$ cat src/verilog/wwd_pkg.sv
// Purpose : shared constants and types of the window watchdog timing block
// Assumes : 100 MHz core clock, internal time base of one tick per 10 us
// Notes   : every time is kept in its own unit and converted to ticks here

package wwd_pkg;

  // ****************************************************************
  // clock and internal time base
  // ****************************************************************
  localparam int CLK_PERIOD_NS = 10;
  localparam int TICK_US       = 10;
  localparam int TICK_CYC      = TICK_US * 1000 / CLK_PERIOD_NS;
  localparam int TDIV_W        = 16;

  // ****************************************************************
  // widths
  // ****************************************************************
  localparam int CNT_W  = 22;   // holds the longest capacitor window
  localparam int CAP_W  = 12;   // capacitance in units of 15.55 pF
  localparam int HOLD_W = 8;
  localparam int FRAC_W = 16;   // fixed point of the capacitor ratio

  // ****************************************************************
  // window lengths
  // ****************************************************************
  localparam int WIN_SHORT_MS = 250;
  localparam int WIN_LONG_MS  = 2500;
  localparam int CAP_BASE_US  = 6250;

  localparam logic [CNT_W-1:0] WIN_SHORT_T =
    CNT_W'(WIN_SHORT_MS * 1000 / TICK_US);
  localparam logic [CNT_W-1:0] WIN_LONG_T  =
    CNT_W'(WIN_LONG_MS * 1000 / TICK_US);
  localparam logic [9:0]       CAP_STEP_T  = 10'(CAP_BASE_US / TICK_US);

  // ****************************************************************
  // lower boundary divisors, scaled by ten
  // ****************************************************************
  localparam int DIV_SHORT_HI = 1249;
  localparam int DIV_LONG_HI  = 1277;
  localparam int DIV_CAP_HI   = 645;
  localparam int DIV_SHORT_LO = 318;
  localparam int DIV_LONG_LO  = 320;
  localparam int DIV_CAP_LO   = 258;
  localparam int DIV_CAP_MAX  = 927;
  localparam int DIV_CAP_MIN  = 516;

  localparam logic [CNT_W-1:0] LB_SHORT_HI =
    CNT_W'(WIN_SHORT_MS * 10000 / (TICK_US * DIV_SHORT_HI));
  localparam logic [CNT_W-1:0] LB_LONG_HI  =
    CNT_W'(WIN_LONG_MS * 10000 / (TICK_US * DIV_LONG_HI));
  localparam logic [CNT_W-1:0] LB_SHORT_LO =
    CNT_W'(WIN_SHORT_MS * 10000 / (TICK_US * DIV_SHORT_LO));
  localparam logic [CNT_W-1:0] LB_LONG_LO  =
    CNT_W'(WIN_LONG_MS * 10000 / (TICK_US * DIV_LONG_LO));

  // reciprocal of the capacitor divisors in 16 fractional bits
  localparam logic [FRAC_W-1:0] CAP_K_HI =
    FRAC_W'((10 << FRAC_W) / DIV_CAP_HI);
  localparam logic [FRAC_W-1:0] CAP_K_LO =
    FRAC_W'((10 << FRAC_W) / DIV_CAP_LO);

  // ****************************************************************
  // supervisor reset pulse after a fault, in ticks
  // ****************************************************************
  localparam logic [HOLD_W-1:0] RST_TICKS = 8'h04;

  // ****************************************************************
  // types
  // ****************************************************************
  typedef enum logic [1:0] {ST_HOLD, ST_FIRST, ST_RUN} wwd_state_e;

  typedef struct packed {
    logic             cap_mode;
    logic             timeout_sel;
    logic             ratio_sel;
    logic [CAP_W-1:0] cap_units;
  } wwd_strap_s;

  typedef struct packed {
    logic [CNT_W-1:0] win;
    logic [CNT_W-1:0] lb;
  } wwd_cfg_s;

  typedef struct packed {
    wwd_state_e        state;
    logic [CNT_W-1:0]  cnt;
    logic [HOLD_W-1:0] hold;
    logic              reset_n;
    logic              early;
    logic              late;
  } wwd_core_s;

  typedef struct packed {
    logic [TDIV_W-1:0] div;
    logic              tick;
    logic              trig_s;
    logic              rise;
  } wwd_tick_s;

endpackage

$ cat src/verilog/wwd_tick_gen.sv
// Purpose : free running internal time base and trigger edge sampler
// Assumes : trigger input is synchronous to clock_i
// Notes   : the trigger is looked at only once per tick

`timescale 1ns/1ps

module wwd_tick_gen #(
  parameter int TICK_CYC = wwd_pkg::TICK_CYC
) (
  // clock and reset
  input  wire logic clock_i,
  input  wire logic rst_n_i,
  // trigger from the host
  input  wire logic trig_i,
  // time base towards the core
  output logic      tick_o,
  output logic      rise_o
);

  // ****************************************************************
  // state
  // ****************************************************************
  wwd_pkg::wwd_tick_s q_reg;
  wwd_pkg::wwd_tick_s q_next;

  // divider wraps and takes one trigger sample per tick
  always_comb begin
    q_next      = q_reg;
    q_next.tick = 1'b0;
    q_next.rise = 1'b0;
    if (q_reg.div == wwd_pkg::TDIV_W'(TICK_CYC - 1)) begin
      q_next.div    = '0;
      q_next.tick   = 1'b1;
      q_next.trig_s = trig_i;
      // edge counts only from one tick sample to the next
      q_next.rise   = trig_i & ~q_reg.trig_s;
    end else begin
      q_next.div = q_reg.div + 1'b1;
    end
  end

  // state register
  always_ff @(posedge clock_i or negedge rst_n_i) begin
    if (!rst_n_i) begin
      q_reg <= '0;
    end else begin
      q_reg <= q_next;
    end
  end

  assign tick_o = q_reg.tick;
  assign rise_o = q_reg.rise;
endmodule // wwd_tick_gen

$ cat src/verilog/wwd_core.sv
// Purpose : window watchdog timing of a supervisory device
// Assumes : straps and trigger are synchronous to clock_i and static
// Notes   : power supervision and power-on delay live elsewhere
//
// Operation
// - trigger sampled by the internal time base; edge counted next tick
// - ratio strap high: boundary is window over 124.9, 127.7, or 64.5
// - ratio strap low: boundary is window over 31.8, 32, or 25.8
// - timeout strap low gives 0.25 s, high 2.5 s, or capacitor sets it
// - capacitor mode, ratio high: divisor stays between 51.6 and 92.7
// - capacitor window is 6.25 ms times one plus units of 15.55 pF
// - missing edge inside the window asserts the reset output
// - no lower boundary check until the first edge after reset release
// - every recognised edge outside the reset pulse, except an early one, clears timers and starts a new boundary

`timescale 1ns/1ps

module wwd_core #(
  parameter int TICK_CYC = wwd_pkg::TICK_CYC
) (
  // clock and reset
  input  wire logic                     clock_i,
  input  wire logic                     rst_n_i,
  // host trigger
  input  wire logic                     watchdog_trigger_in,
  // configuration straps
  input  wire logic                     timeout_select_pin,
  input  wire logic                     ratio_select_pin,
  input  wire logic                     cap_mode_i,
  input  wire logic [wwd_pkg::CAP_W-1:0] cap_units_i,
  // supervisor outputs
  output logic                          wd_reset_n_o,
  output logic                          early_fault_o,
  output logic                          late_fault_o
);

  // ****************************************************************
  // configuration decode
  // ****************************************************************

  // window and lower boundary in ticks for a strap setting
  function automatic wwd_pkg::wwd_cfg_s cfg_of(wwd_pkg::wwd_strap_s s);
    wwd_pkg::wwd_cfg_s                   c;
    logic [wwd_pkg::CAP_W:0]             units;
    logic [wwd_pkg::CNT_W+9:0]           raw;
    logic [wwd_pkg::CNT_W+wwd_pkg::FRAC_W-1:0] prod;
    logic [wwd_pkg::FRAC_W-1:0]          k;
    c     = '0;
    units = {1'b0, s.cap_units} + 1'b1;
    raw   = '0;
    prod  = '0;
    k     = '0;
    if (s.cap_mode) begin
      // one base step per capacitance unit plus one
      raw   = (wwd_pkg::CNT_W+10)'(units) *
              (wwd_pkg::CNT_W+10)'(wwd_pkg::CAP_STEP_T);
      c.win = raw[wwd_pkg::CNT_W-1:0];
      // multiply by a reciprocal: no divider in the path
      k     = s.ratio_sel ? wwd_pkg::CAP_K_HI : wwd_pkg::CAP_K_LO;
      prod  = (wwd_pkg::CNT_W+wwd_pkg::FRAC_W)'(c.win) *
              (wwd_pkg::CNT_W+wwd_pkg::FRAC_W)'(k);
      c.lb  = prod[wwd_pkg::FRAC_W +: wwd_pkg::CNT_W];
    end else if (s.timeout_sel) begin
      c.win = wwd_pkg::WIN_LONG_T;
      c.lb  = s.ratio_sel ? wwd_pkg::LB_LONG_HI
                          : wwd_pkg::LB_LONG_LO;
    end else begin
      c.win = wwd_pkg::WIN_SHORT_T;
      c.lb  = s.ratio_sel ? wwd_pkg::LB_SHORT_HI
                          : wwd_pkg::LB_SHORT_LO;
    end
    return c;
  endfunction

  wwd_pkg::wwd_strap_s strap;
  wwd_pkg::wwd_cfg_s   cfg;

  // straps read live; a change applies at once, also to the window in progress
  // one driver for the whole strap word keeps the member order in one place
  assign strap = {cap_mode_i, timeout_select_pin, ratio_select_pin,
                  cap_units_i};
  assign cfg   = cfg_of(strap);

  // ****************************************************************
  // internal time base
  // ****************************************************************
  logic tick;
  logic rise;

  wwd_tick_gen #(
    .TICK_CYC (TICK_CYC)
  ) u_tick (
    .clock_i  (clock_i),
    .rst_n_i  (rst_n_i),
    .trig_i   (watchdog_trigger_in),
    .tick_o   (tick),
    .rise_o   (rise)
  );

  // ****************************************************************
  // window state machine
  // ****************************************************************
  wwd_pkg::wwd_core_s q_reg;
  wwd_pkg::wwd_core_s q_next;
  logic               in_window;
  logic               too_early;
  logic               too_late;

  // boundary check only once an edge has armed it
  assign in_window = (q_reg.state == wwd_pkg::ST_FIRST) ||
                     (q_reg.state == wwd_pkg::ST_RUN);
  assign too_early = rise && (q_reg.state == wwd_pkg::ST_RUN) &&
                     (q_reg.cnt < cfg.lb);
  assign too_late  = !rise &&
                     ({1'b0, q_reg.cnt} + 1'b1 >= {1'b0, cfg.win});

  // next state; all timers advance on ticks only
  always_comb begin
    q_next       = q_reg;
    q_next.early = 1'b0;
    q_next.late  = 1'b0;
    case (q_reg.state)
      wwd_pkg::ST_HOLD: begin
        q_next.reset_n = 1'b0;
        if (tick) begin
          if (q_reg.hold == wwd_pkg::RST_TICKS - 1'b1) begin
            // release opens a first window without lower check
            q_next.state   = wwd_pkg::ST_FIRST;
            q_next.hold    = '0;
            q_next.cnt     = '0;
            q_next.reset_n = 1'b1;
          end else begin
            q_next.hold = q_reg.hold + 1'b1;
          end
        end
      end
      wwd_pkg::ST_FIRST,
      wwd_pkg::ST_RUN: begin
        if (tick) begin
          if (too_early || too_late) begin
            // a violation pulls reset at once
            q_next.state   = wwd_pkg::ST_HOLD;
            q_next.reset_n = 1'b0;
            q_next.hold    = '0;
            q_next.cnt     = '0;
            q_next.early   = too_early;
            q_next.late    = too_late;
          end else if (rise) begin
            // restart timers, boundary now enforced
            q_next.cnt   = '0;
            q_next.state = wwd_pkg::ST_RUN;
          end else begin
            q_next.cnt = q_reg.cnt + 1'b1;
          end
        end
      end
      default: begin
        q_next         = '0;
        q_next.state   = wwd_pkg::ST_FIRST;
        q_next.reset_n = 1'b1;
      end
    endcase
  end

  // state register; power-on opens a first window
  always_ff @(posedge clock_i or negedge rst_n_i) begin
    if (!rst_n_i) begin
      q_reg         <= '0;
      q_reg.state   <= wwd_pkg::ST_FIRST;
      q_reg.reset_n <= 1'b1;
    end else begin
      q_reg <= q_next;
    end
  end

  // outputs straight from the state register
  assign wd_reset_n_o  = q_reg.reset_n;
  assign early_fault_o = q_reg.early;
  assign late_fault_o  = q_reg.late;
endmodule // wwd_core

$ cat config.mk
export PLATFORM = sky130hd
export DESIGN_NAME = wwd_core
export DESIGN_NICKNAME = d
export VERILOG_FILES = /design/src/verilog/wwd_pkg.sv /design/src/verilog/wwd_tick_gen.sv /design/src/verilog/wwd_core.sv
export SDC_FILE = /design/constraint.sdc
export NUM_CORES = 1
export LEC_CHECK = 0
export BUFFER_PORTS_ARGS = -buffer_cell sky130_fd_sc_hd__buf_4
export CAP_MARGIN = 20
export CORE_ASPECT_RATIO = 1.2
export CORE_MARGIN = 1.5
export CORE_UTILIZATION = 60
export CTS_CLUSTER_DIAMETER = 30
export DETAILED_ROUTE_END_ITERATION = 16
export GPL_TIMING_DRIVEN = 0
export PLACE_DENSITY = 0.82
export SYNTH_ARGS = -nofsm -noshare
export SYNTH_HDL_FRONTEND = slang
export SYNTH_SLANG_ARGS = --single-unit
$ cat constraint.sdc
create_clock -name clock_i -period 5.1 [get_ports clock_i]
set_input_delay 1.53 -clock clock_i [delete_from_list [all_inputs] [get_ports clock_i]]
set_output_delay 1.53 -clock clock_i [all_outputs]
set_load 0.01 [all_outputs]
==> results.toml, run 1 <==
[outcome]
status = "finished, violations left"
violations = "setup timing"

[place]
placed_cells = 1603
io_buffer_count = 20
gp_congestion = 0.941
pre_cts_ws_ns = -8.37
place_hpwl_um = 23400

[critical_path]
rr_worst_depth = 16
critPathTopFamily = "adder cells"
path_depth = 48
crit_end = "q_reg[20]$_DFFE_PN0P_"
rr_endpoint = "q_reg[20]$_DFFE_PN0P_"
arrival_ns = 12.96
criticalPathCategory = "primary input to register"
cp.required_ns = 5.33
crit_buf_inv = 14
r2r_slack_ns = -0.29
setup.worst_path.start = "cap_units_i[0]"
max_stage_delay_ns = 0.74
path_common_cell = "fa_1"
cp-end-kind = "register"
startpoint_type = "primary input"
r2r_start = "q_reg[11]$_DFFE_PN0P_"
critPathSlowestCell = "fa_1"
cp_max_fo = 7

[detailed_routing]
drtIter0Drc = 748
vias_per_cell = 6.10
wl_um = 36100
drc_errors = 0
vias = 10428
ant_nets = 0
wire_per_inst_um = 21.1
drt_pre_antenna_iters = 8

[global_routing]
grt_usage = 0.324
grt_start_max_net_pins = 55
antenna_found_initial = 0
grt_pass1_wl_um = 51800
grt_pass1_vias = 11040
overflow = 0

[hold_path]
hp-class = "register to register"

[floorplan]
start_util = 0.618
dieHeight_um = 156
io_pins = 21
rows = 55
dieArea_mm2 = 0.0205
die_x_um = 131
core-area_mm2 = 0.0191

[timing]
setup_viol = 35
fin_ws_ns = -7.63
fmax_ghz = 0.0786
finalCriticalPeriod_ns = 12.73
tightest_slew_ns = 0.901
fin_skew_ns = 0.00976
hold_violations = 0
finalMaxSlewViolations = 0
post-route-period-util = 2.50
grt_setup_unrepaired = "true"
max-slew-margin-rel = 0.394

[clocking]
ctsHoldBuffers = 0
clkLatencyLatePin_ns = 0.30
cts_buffers = 5
clkTransAtPathRegs_ns = 0.08
ctsRootBufferMaster = "clkbuf_16"
cts_buffer_depth = 2
cts_tree = "yes"
cts.sinks = 54
cts_max_level = 2

[yosys]
synth_edf_count = 0
avgSynthCellArea_um2 = 9.00
synthSimpleGateAreaFrac = 0.132
muxShareOfSynthArea = 0.00457
syn_area_mm2 = 0.0118
ys.flop_type = "dfrtp_1"
synth_cell_types = 79
yosysWarnings = 0
yosys.area_share.adder = 0.466
yosysSeqAreaShare = 0.115
netlist_instances = 1309
synth_top_family_by_area = "adder cells"
synth-async-reset-ratio = 1.00
synth_compound_area_frac = 0.130
synth_seq_cells = 54
synthXorXnorAreaFrac = 0.0558

[finish]
final_common_cell = "inv_1"
largest_reg_flops = 32
syn_to_final_growth_pct = 25.2
finalNonFillerCells = 1710
n_antenna_cell = 0
post-route-util = 0.773
drive_gt1_frac = 0.228
fin_nets = 1816
final_cell_mix = "240 x inv_1, 160 x ha_1, 153 x fa_1"

[job]
drv_cap = 0
==> what timing repair did <==
item / CTS / global route
setup endpoints to repair: 35 / 35
pin swaps: 95 / 126
cloned: 1 / 2
resized for setup: 112 / 86
setup buffers: 57 / 40
==> cells in the mapped netlist (7+ instances only) <==
cell	number	area, um^2
ha_1	189	2360
and3_1	13	81.3
a32o_1	14	140
nand4_1	14	87.6
xor2_1	31	272
xnor2_1	44	385
a21oi_1	44	220
a21o_1	27	203
o31ai_1	10	75.1
a31oi_1	11	68.8
and4_1	7	61.3
nand3_1	36	180
nand2b_1	8	50.1
inv_1	266	998
clkbuf_1	15	56.3
and2_1	7	43.8
o21ai_1	25	125
nor2_1	91	342
nor2b_1	14	87.6
dfrtp_1	52	1300
o21ai_0	18	90.1
nor4_1	7	43.8
nand2_1	73	274
nor3_1	14	70.1
o21a_1	13	97.6
fa_1	156	3120
==> how the worst min path moves through the flow <==
stage | to | depth (start not counted) | from | slack [ns]
6_report | u_tick.q_reg[18]$_DFF_PN0_ | 1 | u_tick.q_reg[18]$_DFF_PN0_ | 0.47
3_3_place_gp | u_tick.q_reg[3]$_DFF_PN0_ | 1 | u_tick.q_reg[3]$_DFF_PN0_ | 0.45
4_1_cts | u_tick.q_reg[18]$_DFF_PN0_ | 1 | u_tick.q_reg[18]$_DFF_PN0_ | 0.48
3_5_place_dp | u_tick.q_reg[3]$_DFF_PN0_ | 1 | u_tick.q_reg[3]$_DFF_PN0_ | 0.45
5_1_grt | u_tick.q_reg[18]$_DFF_PN0_ | 1 | u_tick.q_reg[18]$_DFF_PN0_ | 0.49
2_1_floorplan | u_tick.q_reg[3]$_DFF_PN0_ | 1 | u_tick.q_reg[3]$_DFF_PN0_ | 0.43
==> cell families after synthesis <==
kind of cell    count (synthesis)
flops                          54
fa+ha+maj                     345
buf+inv                       293
compound gates                220
other cells                     2
xor+xnor                       75
simple gates                  315
mux                             5
==> area by class of cell <==
class / instances / area, um^2
Buffer: 20 / 118
Clock buffer: 5 / 125
Clock inverter: 3 / 47.5
Fill cell: 1166 / 4320
Inverter: 272 / 1040
Multi-Input combinational cell: 980 / 10700
Sequential cell: 54 / 1350
Tap cell: 256 / 320
Timing Repair Buffer: 120 / 1050
==> worst register-to-register path, cell delays in order (launching register included) <==
cell and delay, ns:
dfrtp_1 0.52, nand2_1 0.16, nor4b_1 0.69, and2_1 0.29, nor2b_1 0.42, nand3_1 0.19, xnor2_1 0.31, ha_1 0.30
nand4_1 0.13, a21oi_1 0.07, a2111oi_0 0.59, a311oi_2 0.27, nor3_2 0.53, o2111ai_4 0.32, buf_6 0.23, o211ai_2 0.15
o21a_1 0.15
==> routing by layer <==
metal	track usage	vias up	routed length [um]
li1	-	4608	-
met1	0.342	5095	11700
met2	0.602	503	18400
met3	0.0414	222	2670
met4	0.205	0	3290
met5	0	-	0
==> metrics by stage <==
stage	setup TNS [ns]	cell area [um^2]	hold WS, ns
finish	-258.78	14700	0.466
global route	-270.08	14700	0.494
CTS	-240.91	14000	0.480
detailed placement	-283.13	12800	0.451
global placement	-272.39	12800	0.446
floorplan	-221.51	12300	0.425
Power of run 1 is left out: the tool's default activity adds up to more than one toggle a clock period on the data nets, which glitch-free logic cannot reach.
==> inputs of run 2 (changes only) <==
RECOVER_POWER = 25   (was not set)
==> results.toml, run 2 (synthesized netlist as in run 1, its figures left out) <==
[timing]
fin_skew_ns = 0.00976
grt_setup_unrepaired = "true"
fmax_ghz = 0.0786
tightest_slew_ns = 2.83
post-route-period-util = 2.50
setup_viol = 35
fin_ws_ns = -7.63
hold_violations = 0
timing.hold.ws_ns = 0.466
fin_tns_setup_ns = -258.69
finalMaxSlewViolations = 55
finalCriticalPeriod_ns = 12.73
max-slew-margin-rel = -0.889

[finish]
drive_gt1_frac = 0.228
syn_to_final_growth_pct = 25.1
design_area_mm2 = 0.0147
final_common_cell = "inv_1"
final_cell_mix = "240 x inv_1, 160 x ha_1, 153 x fa_1"
largest_reg_flops = 32
nFillCells = 1165
fin_nets = 1816
n_antenna_cell = 0

[floorplan]
dieArea_mm2 = 0.0205
die_x_um = 131
rows = 55
core-area_mm2 = 0.0191
dieHeight_um = 156
io_pins = 21
start_util = 0.618

[critical_path]
setup.worst_path.start = "cap_units_i[0]"
critPathSlowestCell = "fa_1"
path_common_cell = "fa_1"
cp-end-kind = "register"
r2r_slack_ns = -0.29
startpoint_type = "primary input"
rr_worst_depth = 16
cp_max_fo = 7
criticalPathCategory = "primary input to register"
crit_end = "q_reg[20]$_DFFE_PN0P_"
arrival_ns = 12.96
max_stage_delay_ns = 0.74
cp.required_ns = 5.33
r2r_start = "q_reg[11]$_DFFE_PN0P_"
rr_endpoint = "q_reg[20]$_DFFE_PN0P_"

[clocking]
ctsRootBufferMaster = "clkbuf_16"
cts_tree = "yes"
ctsHoldBuffers = 0
cts_max_level = 2
cts.sinks = 54
cts_buffer_depth = 2
clkTransAtPathRegs_ns = 0.08
clkLatencyLatePin_ns = 0.30
cts_buffers = 5

[global_routing]
overflow = 0
grt_pass1_wl_um = 51800
antenna_found_initial = 0
grt_pass1_vias = 11040
grt_usage = 0.324
grt_start_max_net_pins = 55

[detailed_routing]
drc_errors = 0
drtIter0Drc = 748
wl_um = 36100
vias = 10426
vias_per_cell = 6.10
ant_nets = 0
drt_pre_antenna_iters = 8
wire_per_inst_um = 21.1

[outcome]
violations = "capacitance limit, slew limit, setup timing"
status = "finished, violations left"

[hold_path]
hp-class = "register to register"

[place]
gp_congestion = 0.941
placed_area_mm2 = 0.0128
io_buffer_count = 20
place_hpwl_um = 23400

[job]
drv_cap = 1
## run 2: cell count changes in the layout (fill, tap and decap cells not counted)
cell,before,now
clkbuf_1,14,15
buf_4,94,93
## run 2: worst max-delay path: cells and delay by family
kind | cells | cell delay (ns)
AND/OR/NAND/NOR | 6 | 0.90
XOR/XNOR | 3 | 0.48
AO/OA/AOI/OAI | 11 | 2.34
multiplexers | 1 | 0.11
adder cells (fa/ha/maj) | 13 | 5.84
buffers and inverters | 14 | 1.73
## run 2: worst min path at each step
stage                                          start                         end  slack (ns)  depth (start not counted)
final                     u_tick.q_reg[18]$_DFF_PN0_  u_tick.q_reg[18]$_DFF_PN0_        0.47                          1
after detailed placement   u_tick.q_reg[3]$_DFF_PN0_   u_tick.q_reg[3]$_DFF_PN0_        0.45                          1
after CTS                 u_tick.q_reg[18]$_DFF_PN0_  u_tick.q_reg[18]$_DFF_PN0_        0.48                          1
after global placement     u_tick.q_reg[3]$_DFF_PN0_   u_tick.q_reg[3]$_DFF_PN0_        0.45                          1
after floorplan            u_tick.q_reg[3]$_DFF_PN0_   u_tick.q_reg[3]$_DFF_PN0_        0.43                          1
after global routing      u_tick.q_reg[18]$_DFF_PN0_  u_tick.q_reg[18]$_DFF_PN0_        0.49                          1
## run 2: layout make-up
class                           count  area, um^2  share of cell area
Buffer                             20         118             0.00798
Inverter                          272        1040              0.0704
Clock buffer                        5         125             0.00849
Multi-Input combinational cell    980       10700               0.726
Sequential cell                    54        1350              0.0919
Clock inverter                      3        47.5             0.00323
Timing Repair Buffer              120        1040              0.0707
Tap cell                          256         320              0.0217
## run 2: per-stage QoR
stage,std cells,util,worst slack [ns]
after global routing,1710,0.773,-7.94
after floorplan,1327,-,-6.50
final,1710,0.773,-7.63
after CTS,1669,0.732,-7.09
after detailed placement,1603,0.670,-8.37
after global placement,1603,0.670,-8.05
## run 2: metal layers
metal | routed length (um) | GRT usage
met1 | 11700 | 0.342
met2 | 18400 | 0.602
met3 | 2680 | 0.0414
met4 | 3280 | 0.205
met5 | 0 | 0
## run 2: timing repair
| item | 4_1_cts | 5_1_grt |
|---|---|---|
| pin swaps | 95 | 126 |
| cloned | 1 | 2 |
| endpoints found under the setup margin | 35 | 35 |
| resized for setup | 112 | 86 |
| buffers inserted | 57 | 40 |
Power of run 2 is left out for the same reason.
==> inputs of run 3 (changes only) <==
BUFFER_PORTS_ARGS = -buffer_cell sky130_fd_sc_hd__clkbuf_2   (was -buffer_cell sky130_fd_sc_hd__buf_4)
==> results.toml, run 3 (synthesized netlist as in run 1, its figures left out) <==
[clocking]
ctsHoldBuffers = 0
cts_tree = "yes"
cts_buffer_depth = 2
clkTransAtPathRegs_ns = 0.06
ctsRootBufferMaster = "clkbuf_16"
cts_buffers = 5
cts.sinks = 54
cts_max_level = 2
clkLatencyLatePin_ns = 0.30

[timing]
post-route-period-util = 2.45
timing.hold.ws_ns = 0.462
hold_violations = 0
grt_setup_unrepaired = "true"
finalCriticalPeriod_ns = 12.50
fin_ws_ns = -7.40
fin_skew_ns = 0.0118
fmax_ghz = 0.0800
max-slew-margin-rel = 0.246
setup_viol = 35
tightest_slew_ns = 1.13
finalMaxSlewViolations = 0

[place]
placed_cells = 1604
gp_congestion = 0.930
io_buffer_count = 20
place_hpwl_um = 23400

[floorplan]
core-area_mm2 = 0.0191
die_x_um = 131
rows = 55
start_util = 0.618
io_pins = 21
dieHeight_um = 156
dieArea_mm2 = 0.0205

[critical_path]
criticalPathCategory = "primary input to register"
crit_buf_inv = 12
critPathSlowestCell = "fa_1"
cp_max_fo = 5
r2r_start = "q_reg[11]$_DFFE_PN0P_"
startpoint_type = "primary input"
critPathTopFamily = "adder cells"
path_common_cell = "fa_1"
rr_endpoint = "q_reg[22]$_DFFE_PN0P_"
rr_worst_depth = 17
cp.required_ns = 5.33
max_stage_delay_ns = 0.61
cp-end-kind = "register"
arrival_ns = 12.72
r2r_slack_ns = -0.18

[hold_path]
hold_depth = 1
hp-start = "u_tick.q_reg[3]$_DFF_PN0_"
hp-class = "register to register"
hold_path_end = "u_tick.q_reg[3]$_DFF_PN0_"

[finish]
final_common_cell = "inv_1"
finalNonFillerCells = 1702
syn_to_final_growth_pct = 23.6
n_antenna_cell = 0
nFillCells = 1172
drive_gt1_frac = 0.223
largest_reg_flops = 32
fin_nets = 1808
final_cell_mix = "236 x inv_1, 161 x ha_1, 153 x fa_1"

[detailed_routing]
drtIter0Drc = 622
drc_errors = 0
vias = 10113
wl_um = 33000
drt_pre_antenna_iters = 5
ant_nets = 0
wire_per_inst_um = 19.4
vias_per_cell = 5.94

[global_routing]
antenna_found_initial = 0
grt_pass1_wl_um = 50600
grt_usage = 0.316
grt_pass1_vias = 10777
overflow = 0
grt_start_max_net_pins = 37

[outcome]
status = "finished, violations left"
violations = "setup timing"

[job]
drv_cap = 0
-- run 3: cell types whose count changed in the layout (fill, tap and decap cells not counted), moves of 5 or more --
cell | before | now
ha_2 | 0 | 5
buf_4 | 93 | 74
buf_6 | 22 | 17
ha_4 | 29 | 23
clkbuf_2 | 0 | 13
inv_2 | 27 | 33
-- run 3: per-layer routing --
metal,wire length [um],up-vias,track usage
met5,0,-,0
met4,2420,0,0.203
met3,1580,168,0.0366
met2,17400,413,0.581
met1,11600,4944,0.338
li1,-,4588,-
-- run 3: per-stage QoR --
step           worst slack [ns]  utilization  cell area [um^2]  TNS (ns)
6_report                  -7.40        0.764             14600   -250.65
5_1_grt                   -7.66        0.764             14600   -260.83
4_1_cts                   -7.06        0.730             13900   -240.60
3_5_place_dp              -8.35        0.668             12700   -282.20
3_3_place_gp              -8.09        0.667             12700   -273.69
2_1_floorplan             -6.50            -             12300   -221.51
-- run 3: area by class of cell --
| type | count | area (um^2) | area share |
|---|---|---|---|
| plain buffers | 20 | 118 | 0.00808 |
| multi-input cells | 980 | 10600 | 0.731 |
| repair buffers | 112 | 926 | 0.0636 |
| well taps | 256 | 320 | 0.0220 |
| inverters | 272 | 1030 | 0.0707 |
| clock buffers | 6 | 129 | 0.00885 |
| flip-flops and latches | 54 | 1350 | 0.0930 |
| clock inverters | 2 | 38.8 | 0.00267 |
-- run 3: repair_timing --
action | CTS | global route
resized for setup | 116 | 82
pin swaps | 75 | 91
setup endpoints to repair | 35 | 35
cloned | 1 | 2
setup buffers | 55 | 34
-- run 3: worst max-delay path by stage --
stage / cells after the start / endpoint / startpoint
finish: 49 / q_reg[20]$_DFFE_PN0P_ / cap_units_i[1]
floorplan: 46 / q_reg[13]$_DFFE_PN0P_ / cap_units_i[0]
CTS: 47 / q_reg[13]$_DFFE_PN0P_ / cap_units_i[0]
detailed placement: 41 / q_reg[20]$_DFFE_PN0P_ / cap_units_i[1]
global route: 50 / q_reg[20]$_DFFE_PN0P_ / cap_units_i[1]
global placement: 45 / q_reg[20]$_DFFE_PN0P_ / cap_units_i[1]
Power of run 3 is left out for the same reason.
